<file path="src/hdl/ccd_timing_pkg.sv">
package ccd_timing_pkg;

	// Geometry
	localparam int LINES_FULL      = 1092;
	localparam int LINES_FIELD     = 546;
	localparam int EMPTY_PIX       = 4;
	localparam int SHIELD_PIX      = 28;
	localparam int ACTIVE_SINGLE   = 1928;
	localparam int ACTIVE_DUAL     = 964;
	localparam int CLOCKS_SINGLE   = 1988;
	localparam int CLOCKS_DUAL     = 996;
	localparam int DARK_COL_SKIP   = 2;
	localparam int DARK_COL_USE    = 24;
	localparam int DARK_ROWS       = 4;
	localparam int DARK_ROW_SKIP   = 1;
	localparam int DARK_ROW_USE    = 2;

	// Timing, nanoseconds, and derived counts at 40 MHz
	localparam int CLK_NS          = 25;
	localparam int T_HD_NS         = 1500;
	localparam int T_VERTICAL_SHIFT_REGISTER_NS       = 1500;
	localparam int T_V3RD_NS       = 12000;
	localparam int T_SHUT_NS       = 5000;
	localparam int T_SD_NS         = 1600;
	localparam int HD_CYC          = (T_HD_NS + CLK_NS - 1) / CLK_NS;
	localparam int VERTICAL_SHIFT_REGISTER_CYC        = (T_VERTICAL_SHIFT_REGISTER_NS + CLK_NS - 1) / CLK_NS;
	localparam int V3RD_CYC        = (T_V3RD_NS + CLK_NS - 1) / CLK_NS;
	localparam int SHUT_CYC        = (T_SHUT_NS + CLK_NS - 1) / CLK_NS;
	localparam int SD_CYC          = (T_SD_NS + CLK_NS - 1) / CLK_NS;

	// Register map of the controller
	localparam logic [3:0] ADDR_CTRL   = 4'h0;
	localparam logic [3:0] ADDR_LINES  = 4'h1;
	localparam logic [3:0] ADDR_SHUT   = 4'h2;
	localparam logic [3:0] ADDR_STATUS = 4'h3;
	localparam int CTRL_START   = 0;
	localparam int CTRL_MODE_LO = 1;
	localparam int CTRL_DUAL    = 3;
	localparam int CTRL_SHUT    = 4;
	localparam int CTRL_PWRGATE = 5;

	typedef enum logic [1:0] {
		MODE_PROGRESSIVE = 2'h0,
		MODE_FIELD_INT   = 2'h1,
		MODE_FRAME_INT   = 2'h2
	} readout_mode_t;

	typedef struct packed {
		logic vertical_phase_one;
		logic vertical_transfer_high_level;
		logic vertical_phase_two_even;
		logic vertical_phase_two_odd;
	} vertical_drive_t;

	typedef struct packed {
		logic left_store_phase_one;
		logic left_barrier_phase_one;
		logic right_store_phase_one;
		logic right_barrier_phase_one;
		logic left_store_phase_two;
		logic left_barrier_phase_two;
		logic right_store_phase_two;
		logic right_barrier_phase_two;
	} horizontal_drive_t;

	typedef struct packed {
		logic line_valid;
		logic active_pixel;
		logic dark_column;
		logic dark_row;
		logic image_line;
		logic even_field;
	} pixel_tag_t;

endpackage

</file>
<file path="src/hdl/ccd_readout_timing_sequencer.sv">
`timescale 1ns/1ps
// Summary of operation
// - Progressive: both second vertical phases equal, all 1092 lines read.
// - Interlaced: 546 lines per field, even then odd field per frame.
// - Field integration bins line pairs; second vertical phases identical.
// - Frame integration clocks even and odd second phases separately.
// - Single output uses left output; right amplifier may be off.
// - Single output: phase one on left pair, right store, right barrier two.
// - Single output line: 4 empty, 28, 1928, 28 shielded; 1988 clocks.
// - Dual output swaps right barrier drives; phases drive matching gates.
// - Dual output line: 4 empty, 28 shielded, 964 active; 996 clocks.
// - Right barrier edges coincide with other horizontal edges within 3 ns.
// - Shutter pulse on substrate; integration ends at transfer-high fall.
// - Without shutter, exposure is spacing between transfer-high levels.
// - Keep clocking during integration; only first 1092 lines are image. Here clocking stops while idle.
// - If clocking halted, flush registers before photodiode transfer. No flush is done here.
// - Dark line clamp uses middle 24 of 28 shielded columns.
// - Dark reference uses middle two of four shielded rows. Here dark rows are tagged in progressive readout only.
// - One reset pulse per pixel, at the pixel rate.
// - Amplifier supplies enabled only during readout for long exposure.
module ccd_readout_timing_sequencer #(
	parameter int HDIV       = 2,
	parameter int LINE_W     = 16,
	parameter int SHUT_W     = 16
) (
	input  wire logic                              MCLK,
	input  wire logic                              RESETN,
	input  wire logic [3:0]                        ADDR,
	input  wire logic [31:0]                       WDATA,
	input  wire logic                              WR,
	input  wire logic                              RD,
	output logic [31:0]                            RDATA,
	output ccd_timing_pkg::vertical_drive_t        VDRIVE,
	output ccd_timing_pkg::horizontal_drive_t      HDRIVE,
	output logic                                   RESET_CLOCK,
	output logic                                   SUBSTRATE_BIAS,
	output logic                                   LEFT_AMPLIFIER_SUPPLY,
	output logic                                   RIGHT_AMPLIFIER_SUPPLY,
	output ccd_timing_pkg::pixel_tag_t             PIXEL_TAG
);

	// ============================================================
	// Control registers
	logic [1:0]        mode_reg;
	logic              dual_reg;
	logic              shut_en_reg;
	logic              pwrgate_reg;
	logic              start_reg;
	logic [LINE_W-1:0] lines_reg;
	logic [SHUT_W-1:0] shut_lines_reg;
	logic              busy;
	logic              field_odd_reg;
	logic [LINE_W-1:0] line_reg;

	always_ff @(posedge MCLK) begin
		if (!RESETN) begin
			mode_reg       <= 2'h0;
			dual_reg       <= 1'b0;
			shut_en_reg    <= 1'b0;
			pwrgate_reg    <= 1'b0;
			lines_reg      <= LINE_W'(ccd_timing_pkg::LINES_FULL);
			shut_lines_reg <= '0;
		end else if (WR && ADDR == ccd_timing_pkg::ADDR_CTRL) begin
			mode_reg    <= WDATA[ccd_timing_pkg::CTRL_MODE_LO +: 2];
			dual_reg    <= WDATA[ccd_timing_pkg::CTRL_DUAL];
			shut_en_reg <= WDATA[ccd_timing_pkg::CTRL_SHUT];
			pwrgate_reg <= WDATA[ccd_timing_pkg::CTRL_PWRGATE];
		end else if (WR && ADDR == ccd_timing_pkg::ADDR_LINES) begin
			lines_reg <= WDATA[LINE_W-1:0];
		end else if (WR && ADDR == ccd_timing_pkg::ADDR_SHUT) begin
			shut_lines_reg <= WDATA[SHUT_W-1:0];
		end
	end

	// Start is a one-cycle request taken only while idle
	always_ff @(posedge MCLK) begin
		if (!RESETN)
			start_reg <= 1'b0;
		else
			start_reg <= WR && ADDR == ccd_timing_pkg::ADDR_CTRL &&
				WDATA[ccd_timing_pkg::CTRL_START] && !busy;
	end

	always_ff @(posedge MCLK) begin
		if (!RESETN) begin
			RDATA <= 32'h0;
		end else if (RD) begin
			case (ADDR)
			ccd_timing_pkg::ADDR_CTRL:
				RDATA <= {26'h0, pwrgate_reg, shut_en_reg, dual_reg,
					mode_reg, 1'b0};
			ccd_timing_pkg::ADDR_LINES:  RDATA <= 32'(lines_reg);
			ccd_timing_pkg::ADDR_SHUT:   RDATA <= 32'(shut_lines_reg);
			ccd_timing_pkg::ADDR_STATUS:
				RDATA <= {14'h0, field_odd_reg, busy, line_reg};
			default:                     RDATA <= 32'h0;
			endcase
		end else begin
			RDATA <= 32'h0;
		end
	end

	// ============================================================
	// Pixel rate divider
	logic [7:0] div_reg;
	logic       hstep;
	assign hstep = (div_reg == 8'(HDIV - 1));

	always_ff @(posedge MCLK) begin
		if (!RESETN || hstep)
			div_reg <= 8'h0;
		else
			div_reg <= div_reg + 8'h1;
	end

	// ============================================================
	// Frame sequencer
	typedef enum logic [2:0] {
		S_IDLE, S_TRANSFER, S_VSHIFT, S_HDELAY, S_HCLOCK
	} state_t;
	state_t state_reg;
	logic [15:0] tcnt_reg;
	logic [11:0] pix_reg;
	logic [11:0] pix_total;
	logic [LINE_W-1:0] line_total;
	logic        interlaced;
	logic        phase_reg;
	logic        shutter_pulse;

	assign interlaced = mode_reg != ccd_timing_pkg::MODE_PROGRESSIVE;
	assign busy       = state_reg != S_IDLE;
	assign pix_total  = dual_reg ? 12'(ccd_timing_pkg::CLOCKS_DUAL)
		: 12'(ccd_timing_pkg::CLOCKS_SINGLE);
	// Interlaced fields read half the lines; the shutter line offset is not halved
	assign line_total = interlaced ? (lines_reg >> 1) : lines_reg;

	always_ff @(posedge MCLK) begin
		if (!RESETN) begin
			state_reg <= S_IDLE;
			tcnt_reg  <= 16'h0;
			pix_reg   <= 12'h0;
			line_reg  <= '0;
		end else begin
			case (state_reg)
			S_IDLE: begin
				tcnt_reg <= 16'h0;
				// Clocking stops while idle, and no flush precedes the transfer
				if (start_reg)
					state_reg <= S_TRANSFER;
			end
			S_TRANSFER: begin
				tcnt_reg <= tcnt_reg + 16'h1;
				if (tcnt_reg == 16'(ccd_timing_pkg::V3RD_CYC - 1)) begin
					tcnt_reg  <= 16'h0;
					line_reg  <= '0;
					state_reg <= S_VSHIFT;
				end
			end
			S_VSHIFT: begin
				tcnt_reg <= tcnt_reg + 16'h1;
				if (tcnt_reg == 16'(ccd_timing_pkg::VERTICAL_SHIFT_REGISTER_CYC - 1)) begin
					tcnt_reg  <= 16'h0;
					state_reg <= S_HDELAY;
				end
			end
			S_HDELAY: begin
				tcnt_reg <= tcnt_reg + 16'h1;
				pix_reg  <= 12'h0;
				if (tcnt_reg == 16'(ccd_timing_pkg::HD_CYC - 1)) begin
					tcnt_reg  <= 16'h0;
					state_reg <= S_HCLOCK;
				end
			end
			S_HCLOCK: begin
				if (hstep && phase_reg) begin
					pix_reg <= pix_reg + 12'h1;
					if (pix_reg == pix_total - 12'h1) begin
						line_reg <= line_reg + LINE_W'(1);
						if (line_reg == line_total - LINE_W'(1))
							state_reg <= S_IDLE;
						else
							state_reg <= S_VSHIFT;
					end
				end
			end
			default: state_reg <= S_IDLE;
			endcase
		end
	end

	// Field parity alternates each interlaced readout
	always_ff @(posedge MCLK) begin
		if (!RESETN)
			field_odd_reg <= 1'b0;
		else if (state_reg == S_HCLOCK && hstep && phase_reg &&
			pix_reg == pix_total - 12'h1 &&
			line_reg == line_total - LINE_W'(1) && interlaced)
			field_odd_reg <= !field_odd_reg;
	end

	// Horizontal phase toggles each divider step while clocking
	always_ff @(posedge MCLK) begin
		if (!RESETN || state_reg != S_HCLOCK)
			phase_reg <= 1'b0;
		else if (hstep)
			phase_reg <= !phase_reg;
	end

	// ============================================================
	// Pin drive
	logic h1;
	logic h2;
	logic v2;
	logic v2_even;
	logic v2_odd;
	logic xfer;
	assign h1   = state_reg == S_HCLOCK ? !phase_reg : 1'b1;
	assign h2   = !h1;
	assign xfer = state_reg == S_TRANSFER;
	assign v2   = state_reg == S_VSHIFT;
	// Frame integration transfers only the lines of the current field
	always_comb begin
		v2_even = v2 || xfer;
		v2_odd  = v2 || xfer;
		if (mode_reg == ccd_timing_pkg::MODE_FRAME_INT) begin
			v2_even = v2 || (xfer && !field_odd_reg);
			v2_odd  = v2 || (xfer && field_odd_reg);
		end
	end

	always_ff @(posedge MCLK) begin
		if (!RESETN) begin
			VDRIVE <= '0;
			HDRIVE <= '0;
			RESET_CLOCK <= 1'b0;
		end else begin
			VDRIVE.vertical_phase_one          <= !v2 && !xfer;
			VDRIVE.vertical_transfer_high_level <= xfer;
			VDRIVE.vertical_phase_two_even     <= v2_even;
			VDRIVE.vertical_phase_two_odd      <= v2_odd;
			// All eight gates change on one edge of one clock
			HDRIVE.left_store_phase_one    <= h1;
			HDRIVE.left_barrier_phase_one  <= h1;
			HDRIVE.right_store_phase_one   <= h1;
			HDRIVE.right_barrier_phase_one <= dual_reg ? h1 : h2;
			HDRIVE.left_store_phase_two    <= h2;
			HDRIVE.left_barrier_phase_two  <= h2;
			HDRIVE.right_store_phase_two   <= h2;
			HDRIVE.right_barrier_phase_two <= dual_reg ? h2 : h1;
			RESET_CLOCK <= state_reg == S_HCLOCK && !phase_reg &&
				div_reg == 8'h0;
		end
	end

	// ============================================================
	// Electronic shutter: substrate pulse falls in the line a set number of lines before the last read line,
	// no sooner than the pulse delay after the photodiode transfer.
	logic [15:0] scnt_reg;
	always_ff @(posedge MCLK) begin
		if (!RESETN)
			scnt_reg <= 16'h0;
		else if (state_reg == S_TRANSFER)
			scnt_reg <= 16'h0;
		else if (scnt_reg != 16'hFFFF)
			scnt_reg <= scnt_reg + 16'h1;
	end
	assign shutter_pulse = shut_en_reg && state_reg == S_HCLOCK &&
		line_reg == line_total - LINE_W'(shut_lines_reg) - LINE_W'(1) &&
		pix_reg < 12'(ccd_timing_pkg::SHUT_CYC / HDIV / 2) &&
		scnt_reg > 16'(ccd_timing_pkg::SD_CYC);

	always_ff @(posedge MCLK) begin
		if (!RESETN)
			SUBSTRATE_BIAS <= 1'b0;
		else
			SUBSTRATE_BIAS <= shutter_pulse;
	end

	// ============================================================
	// Amplifier supplies and pixel tagging
	always_ff @(posedge MCLK) begin
		if (!RESETN) begin
			LEFT_AMPLIFIER_SUPPLY  <= 1'b0;
			RIGHT_AMPLIFIER_SUPPLY <= 1'b0;
		end else begin
			LEFT_AMPLIFIER_SUPPLY  <= !pwrgate_reg || busy;
			RIGHT_AMPLIFIER_SUPPLY <= dual_reg &&
				(!pwrgate_reg || busy);
		end
	end

	logic [11:0] col;
	logic [11:0] act;
	assign col = pix_reg - 12'(ccd_timing_pkg::EMPTY_PIX);
	assign act = dual_reg ? 12'(ccd_timing_pkg::ACTIVE_DUAL)
		: 12'(ccd_timing_pkg::ACTIVE_SINGLE);

	always_ff @(posedge MCLK) begin
		if (!RESETN) begin
			PIXEL_TAG <= '0;
		end else begin
			PIXEL_TAG.line_valid <= state_reg == S_HCLOCK;
			PIXEL_TAG.active_pixel <= pix_reg >=
				12'(ccd_timing_pkg::EMPTY_PIX + ccd_timing_pkg::SHIELD_PIX)
				&& col < 12'(ccd_timing_pkg::SHIELD_PIX) + act;
			PIXEL_TAG.dark_column <= pix_reg >= 12'(ccd_timing_pkg::EMPTY_PIX)
				&& ((col >= 12'(ccd_timing_pkg::DARK_COL_SKIP) &&
				col < 12'(ccd_timing_pkg::DARK_COL_SKIP +
				ccd_timing_pkg::DARK_COL_USE)) ||
				(!dual_reg && col >= 12'(ccd_timing_pkg::SHIELD_PIX +
				ccd_timing_pkg::ACTIVE_SINGLE + ccd_timing_pkg::DARK_COL_SKIP)
				&& col < 12'(ccd_timing_pkg::SHIELD_PIX +
				ccd_timing_pkg::ACTIVE_SINGLE + ccd_timing_pkg::DARK_COL_SKIP
				+ ccd_timing_pkg::DARK_COL_USE)));
			PIXEL_TAG.dark_row <= !interlaced &&
				((line_reg >= LINE_W'(ccd_timing_pkg::DARK_ROW_SKIP) &&
				line_reg < LINE_W'(ccd_timing_pkg::DARK_ROW_SKIP +
				ccd_timing_pkg::DARK_ROW_USE)) ||
				(line_reg >= LINE_W'(ccd_timing_pkg::LINES_FULL -
				ccd_timing_pkg::DARK_ROWS + ccd_timing_pkg::DARK_ROW_SKIP) &&
				line_reg < LINE_W'(ccd_timing_pkg::LINES_FULL -
				ccd_timing_pkg::DARK_ROW_SKIP)));
			PIXEL_TAG.image_line <= line_reg < (interlaced ?
				LINE_W'(ccd_timing_pkg::LINES_FIELD) :
				LINE_W'(ccd_timing_pkg::LINES_FULL));
			PIXEL_TAG.even_field <= !field_odd_reg;
		end
	end

endmodule

</file>
<file path="config.mk">
export PLATFORM = sky130hd
export DESIGN_NAME = ccd_readout_timing_sequencer
export DESIGN_NICKNAME = d
export VERILOG_FILES = /design/src/hdl/ccd_timing_pkg.sv /design/src/hdl/ccd_readout_timing_sequencer.sv
export SDC_FILE = /design/constraint.sdc
export NUM_CORES = 1
export LEC_CHECK = 0
export CAP_MARGIN = 10
export CORE_ASPECT_RATIO = 0.7
export CORE_MARGIN = 2
export CORE_UTILIZATION = 47
export DETAILED_ROUTE_END_ITERATION = 12
export DONT_BUFFER_PORTS = 1
export GPL_TIMING_DRIVEN = 0
export HOLD_SLACK_MARGIN = 0.03
export PLACE_DENSITY = 0.62
export SETUP_SLACK_MARGIN = 0.1
export SYNTH_ARGS = -nofsm -noshare
export SYNTH_HDL_FRONTEND = slang
export SYNTH_SLANG_ARGS = --single-unit
</file>
<file path="constraint.sdc">
create_clock -name MCLK -period 7.35 [get_ports MCLK]
set_clock_uncertainty 0.05 [all_clocks]
set_input_delay 0.3675 -clock MCLK [delete_from_list [all_inputs] [get_ports MCLK]]
set_output_delay 0.3675 -clock MCLK [all_outputs]
set_load 0.03 [all_outputs]
</file>
==> results of run 1 <==
[worst max-delay path by stage]
stage / from / to / cells after the start
finish: mode_reg[1] / SUBSTRATE_BIAS / 16
global route: mode_reg[1] / SUBSTRATE_BIAS / 16
CTS: mode_reg[1] / SUBSTRATE_BIAS / 16
detailed placement: mode_reg[1] / SUBSTRATE_BIAS / 16
global placement: mode_reg[1] / SUBSTRATE_BIAS / 16
floorplan: mode_reg[1] / SUBSTRATE_BIAS / 16
[power by group]
part           switching [mW]  internal (mW)
combinational          0.0859         0.0535
clock                   0.365          0.582
sequential             0.0132          0.805
[metal layers]
metal	track usage, %	vias to the layer above
met3	5.31	22
met2	34.1	320
met5	0	-
li1	-	4099
met4	6.84	0
met1	40.4	3913
[layout make-up]
class / instances / area share, %
plain buffers: 86 / 3.99
multi-input cells: 884 / 54.5
inverters: 48 / 1.77
clock inverters: 14 / 1.98
well taps: 242 / 2.97
clock buffers: 18 / 4.31
repair buffers: 17 / 1.62
flip-flops and latches: 147 / 28.9
[cell families (layout without fill, tap and decap cells)]
logic type / after synthesis / count (layout) / share of synthesized area [%]
simple gates: 511 / 511 / 29.0
flops: 147 / 147 / 32.6
other cells: 1 / 14 / 0.0415
fa+ha+maj: 39 / 39 / 5.48
xor+xnor: 74 / 74 / 7.32
compound gates: 215 / 215 / 15.0
buf+inv: 134 / 183 / 6.49
mux: 31 / 31 / 4.17
[critical path, stage by stage (launching register included)]
cell       delay (ns)
dfxtp_1          0.47
nor2_1           0.19
inv_2            0.08
clkbuf_1         0.39
clkbuf_1         0.58
nand2_1          0.11
nand2_1          0.13
inv_1            0.09
fa_1             0.50
xor2_1           0.15
o2111ai_1        0.13
nor3_1           0.17
nand4_1          0.11
nor4b_1          0.39
or4b_1           0.47
nor4_1           0.28
nor4b_2          0.22
[repair_timing]
| action | 4_1_cts | 5_1_grt |
|---|---|---|
| hold endpoints to repair | 36 | 0 |
| gates resized for setup | 0 | 0 |
| hold buffers | 16 | 0 |
| endpoints found under the setup margin | 0 | 0 |
[cell usage after synthesis (19+ instances only)]
| cell type | n | share of area [%] |
|---|---|---|
| nor2_1 | 152 | 6.3 |
| dfxtp_1 | 147 | 33 |
| nand2_1 | 112 | 4.7 |
| a21oi_1 | 66 | 3.7 |
| clkbuf_1 | 58 | 2.4 |
| nand3_1 | 48 | 2.7 |
| inv_1 | 45 | 1.9 |
| ha_1 | 38 | 5.3 |
| o21ai_0 | 37 | 2.0 |
| xor2_1 | 37 | 3.6 |
| xnor2_1 | 36 | 3.5 |
| nor3_1 | 29 | 1.6 |
| and3_1 | 23 | 1.6 |
| mux2i_1 | 23 | 2.5 |
| o21ai_1 | 19 | 1.1 |
[through the flow]
step                      cells  instance area [um2]  worst slack, ns  power, mW
after global routing       1456                10200             2.36       1.97
after global placement     1407                 9390             2.70      0.963
after CTS                  1455                10200             2.72       1.92
after detailed placement   1407                 9390             2.73      0.964
final                      1456                10200             2.76       1.90
after floorplan            1165                 9080             3.79      0.935
==> flow_metrics.py, run 1 <==
metrics = {
    "outcome": {
        "run_status": "finished, final reports clean",
    },
    "routing": {
        "drt.antenna.violating_nets": 0,
        "detailed_route_wirelength_on_metal3_um": 1950,
        "top_layer": "met4",
        "vias_per_cell": 5.74,
        "post-route-drc-count": 0,
        "route.layer.met1.wl_um": 13200,
        "routed-wl-met2_um": 10000,
        "routed_wl_um": 25500,
        "drtPass1Iterations": 5,
        "num_vias": 8354,
        "wl_per_cell_um": 17.5,
        "detail_route.iter0.violations": 900,
    },
    "global_route": {
        "grt_pass1_vias": 7436,
        "groute.usage.overall_pct": 25.5,
        "grt_max_degree": 17,
        "grt_antenna_before_repair": 0,
        "grt.overflow.total": 0,
        "grt_first_pass_wirelength_um": 40500,
    },
    "worst_setup_path": {
        "cp-start-kind": "flop",
        "worst-endpoint-arrival_ns": 4.91,
        "timing.rr.end": "SUBSTRATE_BIAS",
        "crit_required_ns": 7.66,
        "worst-path-max-fanout": 12,
        "flop_to_flop_setup_slack_ns": 2.76,
        "timing.critical_path.to_type": "flop",
        "reg2reg_depth": 16,
        "criticalPathCategory": "flop to flop",
        "timing.rr.start": "mode_reg[1]",
    },
    "sta": {
        "maxSlewHeadroom_pct": 45.9,
        "hold_viol": 0,
        "period_needed_ns": 4.59,
        "final_min_period_over_clock_period_pct": 62.5,
        "worst_slew_pin_slew_ns": 0.811,
        "setup_viol_count_final": 0,
        "grt_setup_unrepaired": "false",
        "finalMaxSlewViolations": 0,
        "max_freq_ghz": 0.218,
        "tns_ns": 0,
        "final.hold.worst_slack_ns": 0.0442,
    },
    "cts": {
        "cts_tree": "done",
        "clk-insertion-delay-late_ns": 0.44,
        "cts_setup_buffers": 0,
        "cts.clk_slew.worst_paths_ns": 0.07,
        "tritoncts_buffer_count": 17,
        "cts_max_level": 4,
        "ctsRootBufferMaster": "clkbuf_16",
        "clock_path_buffers": 2,
        "numClockSinks": 147,
    },
    "min_path": {
        "whs_path_depth": 2,
        "worstHoldPathType": "input pin to flop",
        "min-delay-start": "WDATA[9]",
        "min_delay_worst_endpoint": "shut_lines_reg[9]",
    },
    "cells_and_area": {
        "layout.core_utilization_pct": 54.0,
        "layout-drive-gt1-share_pct": 7.08,
        "top_register": "RDATA",
        "fillerInstances": 1805,
        "max_reg_flops": 18,
        "layout_common_cells": "152 x nor2_1, 147 x dfxtp_1, 112 x nand2_1",
        "final_nets": 1280,
        "diodes": 0,
        "register_area_um2": 2940,
        "layout.cells.most_common": "nor2_1",
        "multiInputGateArea_um2": 5560,
        "synthToLayoutAreaGrowth_pct": 12.8,
    },
    "power_and_ir_drop": {
        "power.static_leakage_nw": 4.00,
        "power-per-cell-area_nw_per_um2": 187,
        "peakVddDrop_mv": 0.153,
    },
    "synthesis": {
        "synth_cell_type_count": 86,
        "postSynthCellCount": 1152,
        "ys_warns": 0,
        "synth_sequential_area_ratio_pct": 32.6,
        "synth_ff_type": "dfxtp_1",
        "synth-edff-count": 0,
        "postSynth.asyncResetShare_pct": 0,
        "syn_area_per_cell_um2": 7.84,
        "postSynthRegisterBits": 147,
        "synth.cell_area_um2": 9040,
    },
    "placed_design": {
        "place.gp.congestion": 0.944,
        "port-buffer-count": 0,
        "dp_hpwl_um": 19200,
    },
    "floorplanning": {
        "placementRows": 42,
        "chipWidth_um": 170,
        "io_pins": 94,
        "chipHeight_um": 120,
        "initial_core_util_pct": 47.9,
        "core_area_um2": 18900,
        "area_of_the_die_um2": 20400,
    },
    "flow_run": {
        "max_cap_viol_count": 0,
    },
}
No activity file was read; power rests on OpenSTA's default activity.
==> run 2, diff against run 1 <==
--- a/config.mk
+++ b/config.mk
@@ -5,6 +5,7 @@
 export SDC_FILE = /design/constraint.sdc
 export NUM_CORES = 1
 export LEC_CHECK = 0
+export ABC_AREA = 1
 export CAP_MARGIN = 10
 export CORE_ASPECT_RATIO = 0.7
 export CORE_MARGIN = 2
@@ -13,7 +14,7 @@
 export DONT_BUFFER_PORTS = 1
 export GPL_TIMING_DRIVEN = 0
 export HOLD_SLACK_MARGIN = 0.03
-export PLACE_DENSITY = 0.62
+export PLACE_DENSITY = 0.64
 export SETUP_SLACK_MARGIN = 0.1
 export SYNTH_ARGS = -nofsm -noshare
 export SYNTH_HDL_FRONTEND = slang
==> constraint.sdc (replaced) <==
create_clock -name MCLK -period 3.7 [get_ports MCLK]
set_clock_uncertainty 0.05 [all_clocks]
set_input_delay 0.185 -clock MCLK [delete_from_list [all_inputs] [get_ports MCLK]]
set_output_delay 0.185 -clock MCLK [all_outputs]
set_load 0.03 [all_outputs]
==> flow_metrics.py, run 2 <==
metrics = {
    "floorplanning": {
        "chipWidth_um": 172,
        "io_pins": 94,
        "placementRows": 42,
        "core_area_um2": 19100,
        "area_of_the_die_um2": 20800,
        "initial_core_util_pct": 48.4,
        "chipHeight_um": 121,
    },
    "routing": {
        "vias_per_cell": 5.30,
        "drtPass1Iterations": 6,
        "drt.antenna.violating_nets": 0,
        "wl_per_cell_um": 15.4,
        "detail_route.iter0.violations": 954,
        "num_vias": 9043,
        "routed_wl_um": 26300,
        "post-route-drc-count": 0,
    },
    "cells_and_area": {
        "top_register": "RDATA",
        "final_nets": 1508,
        "layout.core_utilization_pct": 54.7,
        "instances_no_fill": 1706,
        "layout-drive-gt1-share_pct": 7.49,
        "diodes": 0,
        "layout.cells.most_common": "nand2_1",
        "layout_common_cells": "277 x nand2_1, 204 x inv_1, 147 x dfxtp_1",
        "max_reg_flops": 18,
        "synthToLayoutAreaGrowth_pct": 13.0,
    },
    "cts": {
        "ctsRootBufferMaster": "clkbuf_16",
        "cts_max_level": 4,
        "clock_path_buffers": 2,
        "tritoncts_buffer_count": 17,
        "numClockSinks": 147,
        "clk-insertion-delay-late_ns": 0.44,
        "cts_tree": "done",
        "cts.clk_slew.worst_paths_ns": 0.06,
        "cts_setup_buffers": 0,
    },
    "global_route": {
        "grt.overflow.total": 0,
        "grt_antenna_before_repair": 0,
        "grt_max_degree": 17,
        "grt_first_pass_wirelength_um": 42600,
        "groute.usage.overall_pct": 26.1,
        "grt_pass1_vias": 8136,
    },
    "sta": {
        "finalMaxSlewViolations": 0,
        "period_needed_ns": 3.07,
        "layout_setup_ws_ns": 0.627,
        "max_freq_ghz": 0.325,
        "setup_viol_count_final": 0,
        "maxSlewHeadroom_pct": 39.7,
        "final_min_period_over_clock_period_pct": 83.0,
        "grt_setup_unrepaired": "false",
        "tns_ns": 0,
        "worst_slew_pin_slew_ns": 0.898,
        "hold_viol": 0,
    },
    "worst_setup_path": {
        "criticalPathCategory": "flop to flop",
        "worst-path-max-fanout": 10,
        "timing.critical_path.slowest_cell_delay_ns": 0.43,
        "worst-endpoint-arrival_ns": 3.39,
        "worstPathCellList": "nor2_4 > buf_8 > nand2_4 > nand2_4 > inv_1 > ha_1 > inv_1 > fa_1 > nand2_1 > nand2_1 > nor4_1 > nand3_1 > nor2_1 > nand4_1 > nor3_1 > nand4_1 > nor2_1",
        "critical-path-top-delay-family": "simple AND/OR/NAND/NOR gates",
        "crit_path_top_delay_cell": "fa_1",
        "critical_path.n_buffers_inverters": 3,
        "timing.critical_path.to_type": "flop",
        "crit_required_ns": 4.02,
        "cp-start-kind": "flop",
    },
    "synthesis": {
        "synth.cell_area_um2": 9240,
        "post-synth-top-count-cell": "nand2_1",
        "synth_ff_type": "dfxtp_1",
        "ys_warns": 0,
        "postSynthCellCount": 1378,
        "syn_area_per_cell_um2": 6.70,
        "synthDominantCellAreaShare_pct": 31.9,
        "synth_sequential_area_ratio_pct": 31.9,
        "synth-edff-count": 0,
        "netlist.top_cell.by_area": "dfxtp_1",
        "synth_area_leaders": "dfxtp_1 32%, nand2_1 11%, inv_1 8.3%",
        "synth_cell_type_count": 54,
        "postSynth.asyncResetShare_pct": 0,
        "postSynthRegisterBits": 147,
        "synth_common_cells": "277 x nand2_1, 204 x inv_1, 147 x dfxtp_1",
    },
    "placed_design": {
        "port-buffer-count": 0,
        "placed_cells": 1655,
        "place_worst_setup_slack_ns": 0.636,
        "place.gp.congestion": 0.993,
        "dp_hpwl_um": 20600,
    },
    "power_and_ir_drop": {
        "power-per-cell-area_nw_per_um2": 404,
        "power.static_leakage_nw": 4.61,
        "peakVddDrop_mv": 0.470,
        "post_route_total_power_mw": 4.21,
    },
    "flow_run": {
        "max_cap_viol_count": 0,
    },
    "outcome": {
        "run_status": "finished, final reports clean",
    },
    "min_path": {
        "worstHoldPathType": "input pin to flop",
    },
}
==> run 2: cell count changes after synthesis, sizes merged, moves of 25 or more <==
| cell | previous run | this run |
|---|---|---|
| nand2 | 112 | 297 |
| inv | 48 | 209 |
| o21ai | 56 | 96 |
| nand3 | 48 | 85 |
| clkbuf | 58 | 26 |
| xnor2 | 36 | 11 |
==> run 2: cell families after synthesis <==
logic type | synth area share (%)
compound gates | 15.5
xor+xnor | 5.03
fa+ha+maj | 5.37
buf+inv | 12.0
flops | 31.9
other cells | 0.0406
simple gates | 30.2
==> run 2: stage by stage <==
stage / area, um2 / hold WS, ns
floorplan: 9280 / 0.265
global placement: 9610 / 0.271
detailed placement: 9610 / 0.275
CTS: 10400 / 0.0582
global route: 10400 / 0.104
finish: 10400 / 0.0933
==> run 2: per-layer routing <==
metal	up-vias	wire length, um	GRT usage, %	part of all wire [%]
met2	352	10100	35.2	38
met4	0	401	6.51	1.5
met5	-	0	0	0
li1	4577	-	-	-
met3	39	2350	6.03	8.9
met1	4075	13500	40.7	51
==> run 2: area by class of cell <==
class | instances | area [um2]
repair buffers | 19 | 190
plain buffers | 52 | 312
fillers | 1853 | 8640
clock inverters | 15 | 210
flip-flops and latches | 147 | 2940
multi-input cells | 980 | 5230
inverters | 212 | 796
clock buffers | 17 | 425
well taps | 264 | 330
==> run 2: worst reg2reg max path: stages (launching register included) <==
cell and delay [ns]:
dfxtp_1 0.37, nor2_4 0.22, buf_8 0.19, nand2_4 0.08
nand2_4 0.10, inv_1 0.08, ha_1 0.22, inv_1 0.08
fa_1 0.43, nand2_1 0.08, nand2_1 0.05, nor4_1 0.31
nand3_1 0.13, nor2_1 0.10, nand4_1 0.10, nor3_1 0.21
nand4_1 0.11, nor2_1 0.10
==> run 2: report_power, final <==
part / total, mW / internal [mW] / switching, mW
sequential: 1.71 / 1.63 / 0.0701
clock: 1.87 / 1.10 / 0.775
combinational: 0.638 / 0.207 / 0.432
==> run 2: worst paths after layout <==
path | from | end | slack [ns] | cells past startpoint
max | mode_reg[1] | SUBSTRATE_BIAS | 0.63 | 17
min | WR | mode_reg[0] | 0.09 | 2
max reg2reg | mode_reg[1] | SUBSTRATE_BIAS | 0.63 | 17
min reg2reg | field_odd_reg | PIXEL_TAG[0] | 0.40 | 1
==> run 2: what timing repair did <==
item,in CTS,in global routing
resized for setup,0,0
hold endpoints to repair,38,0
hold buffers,19,0
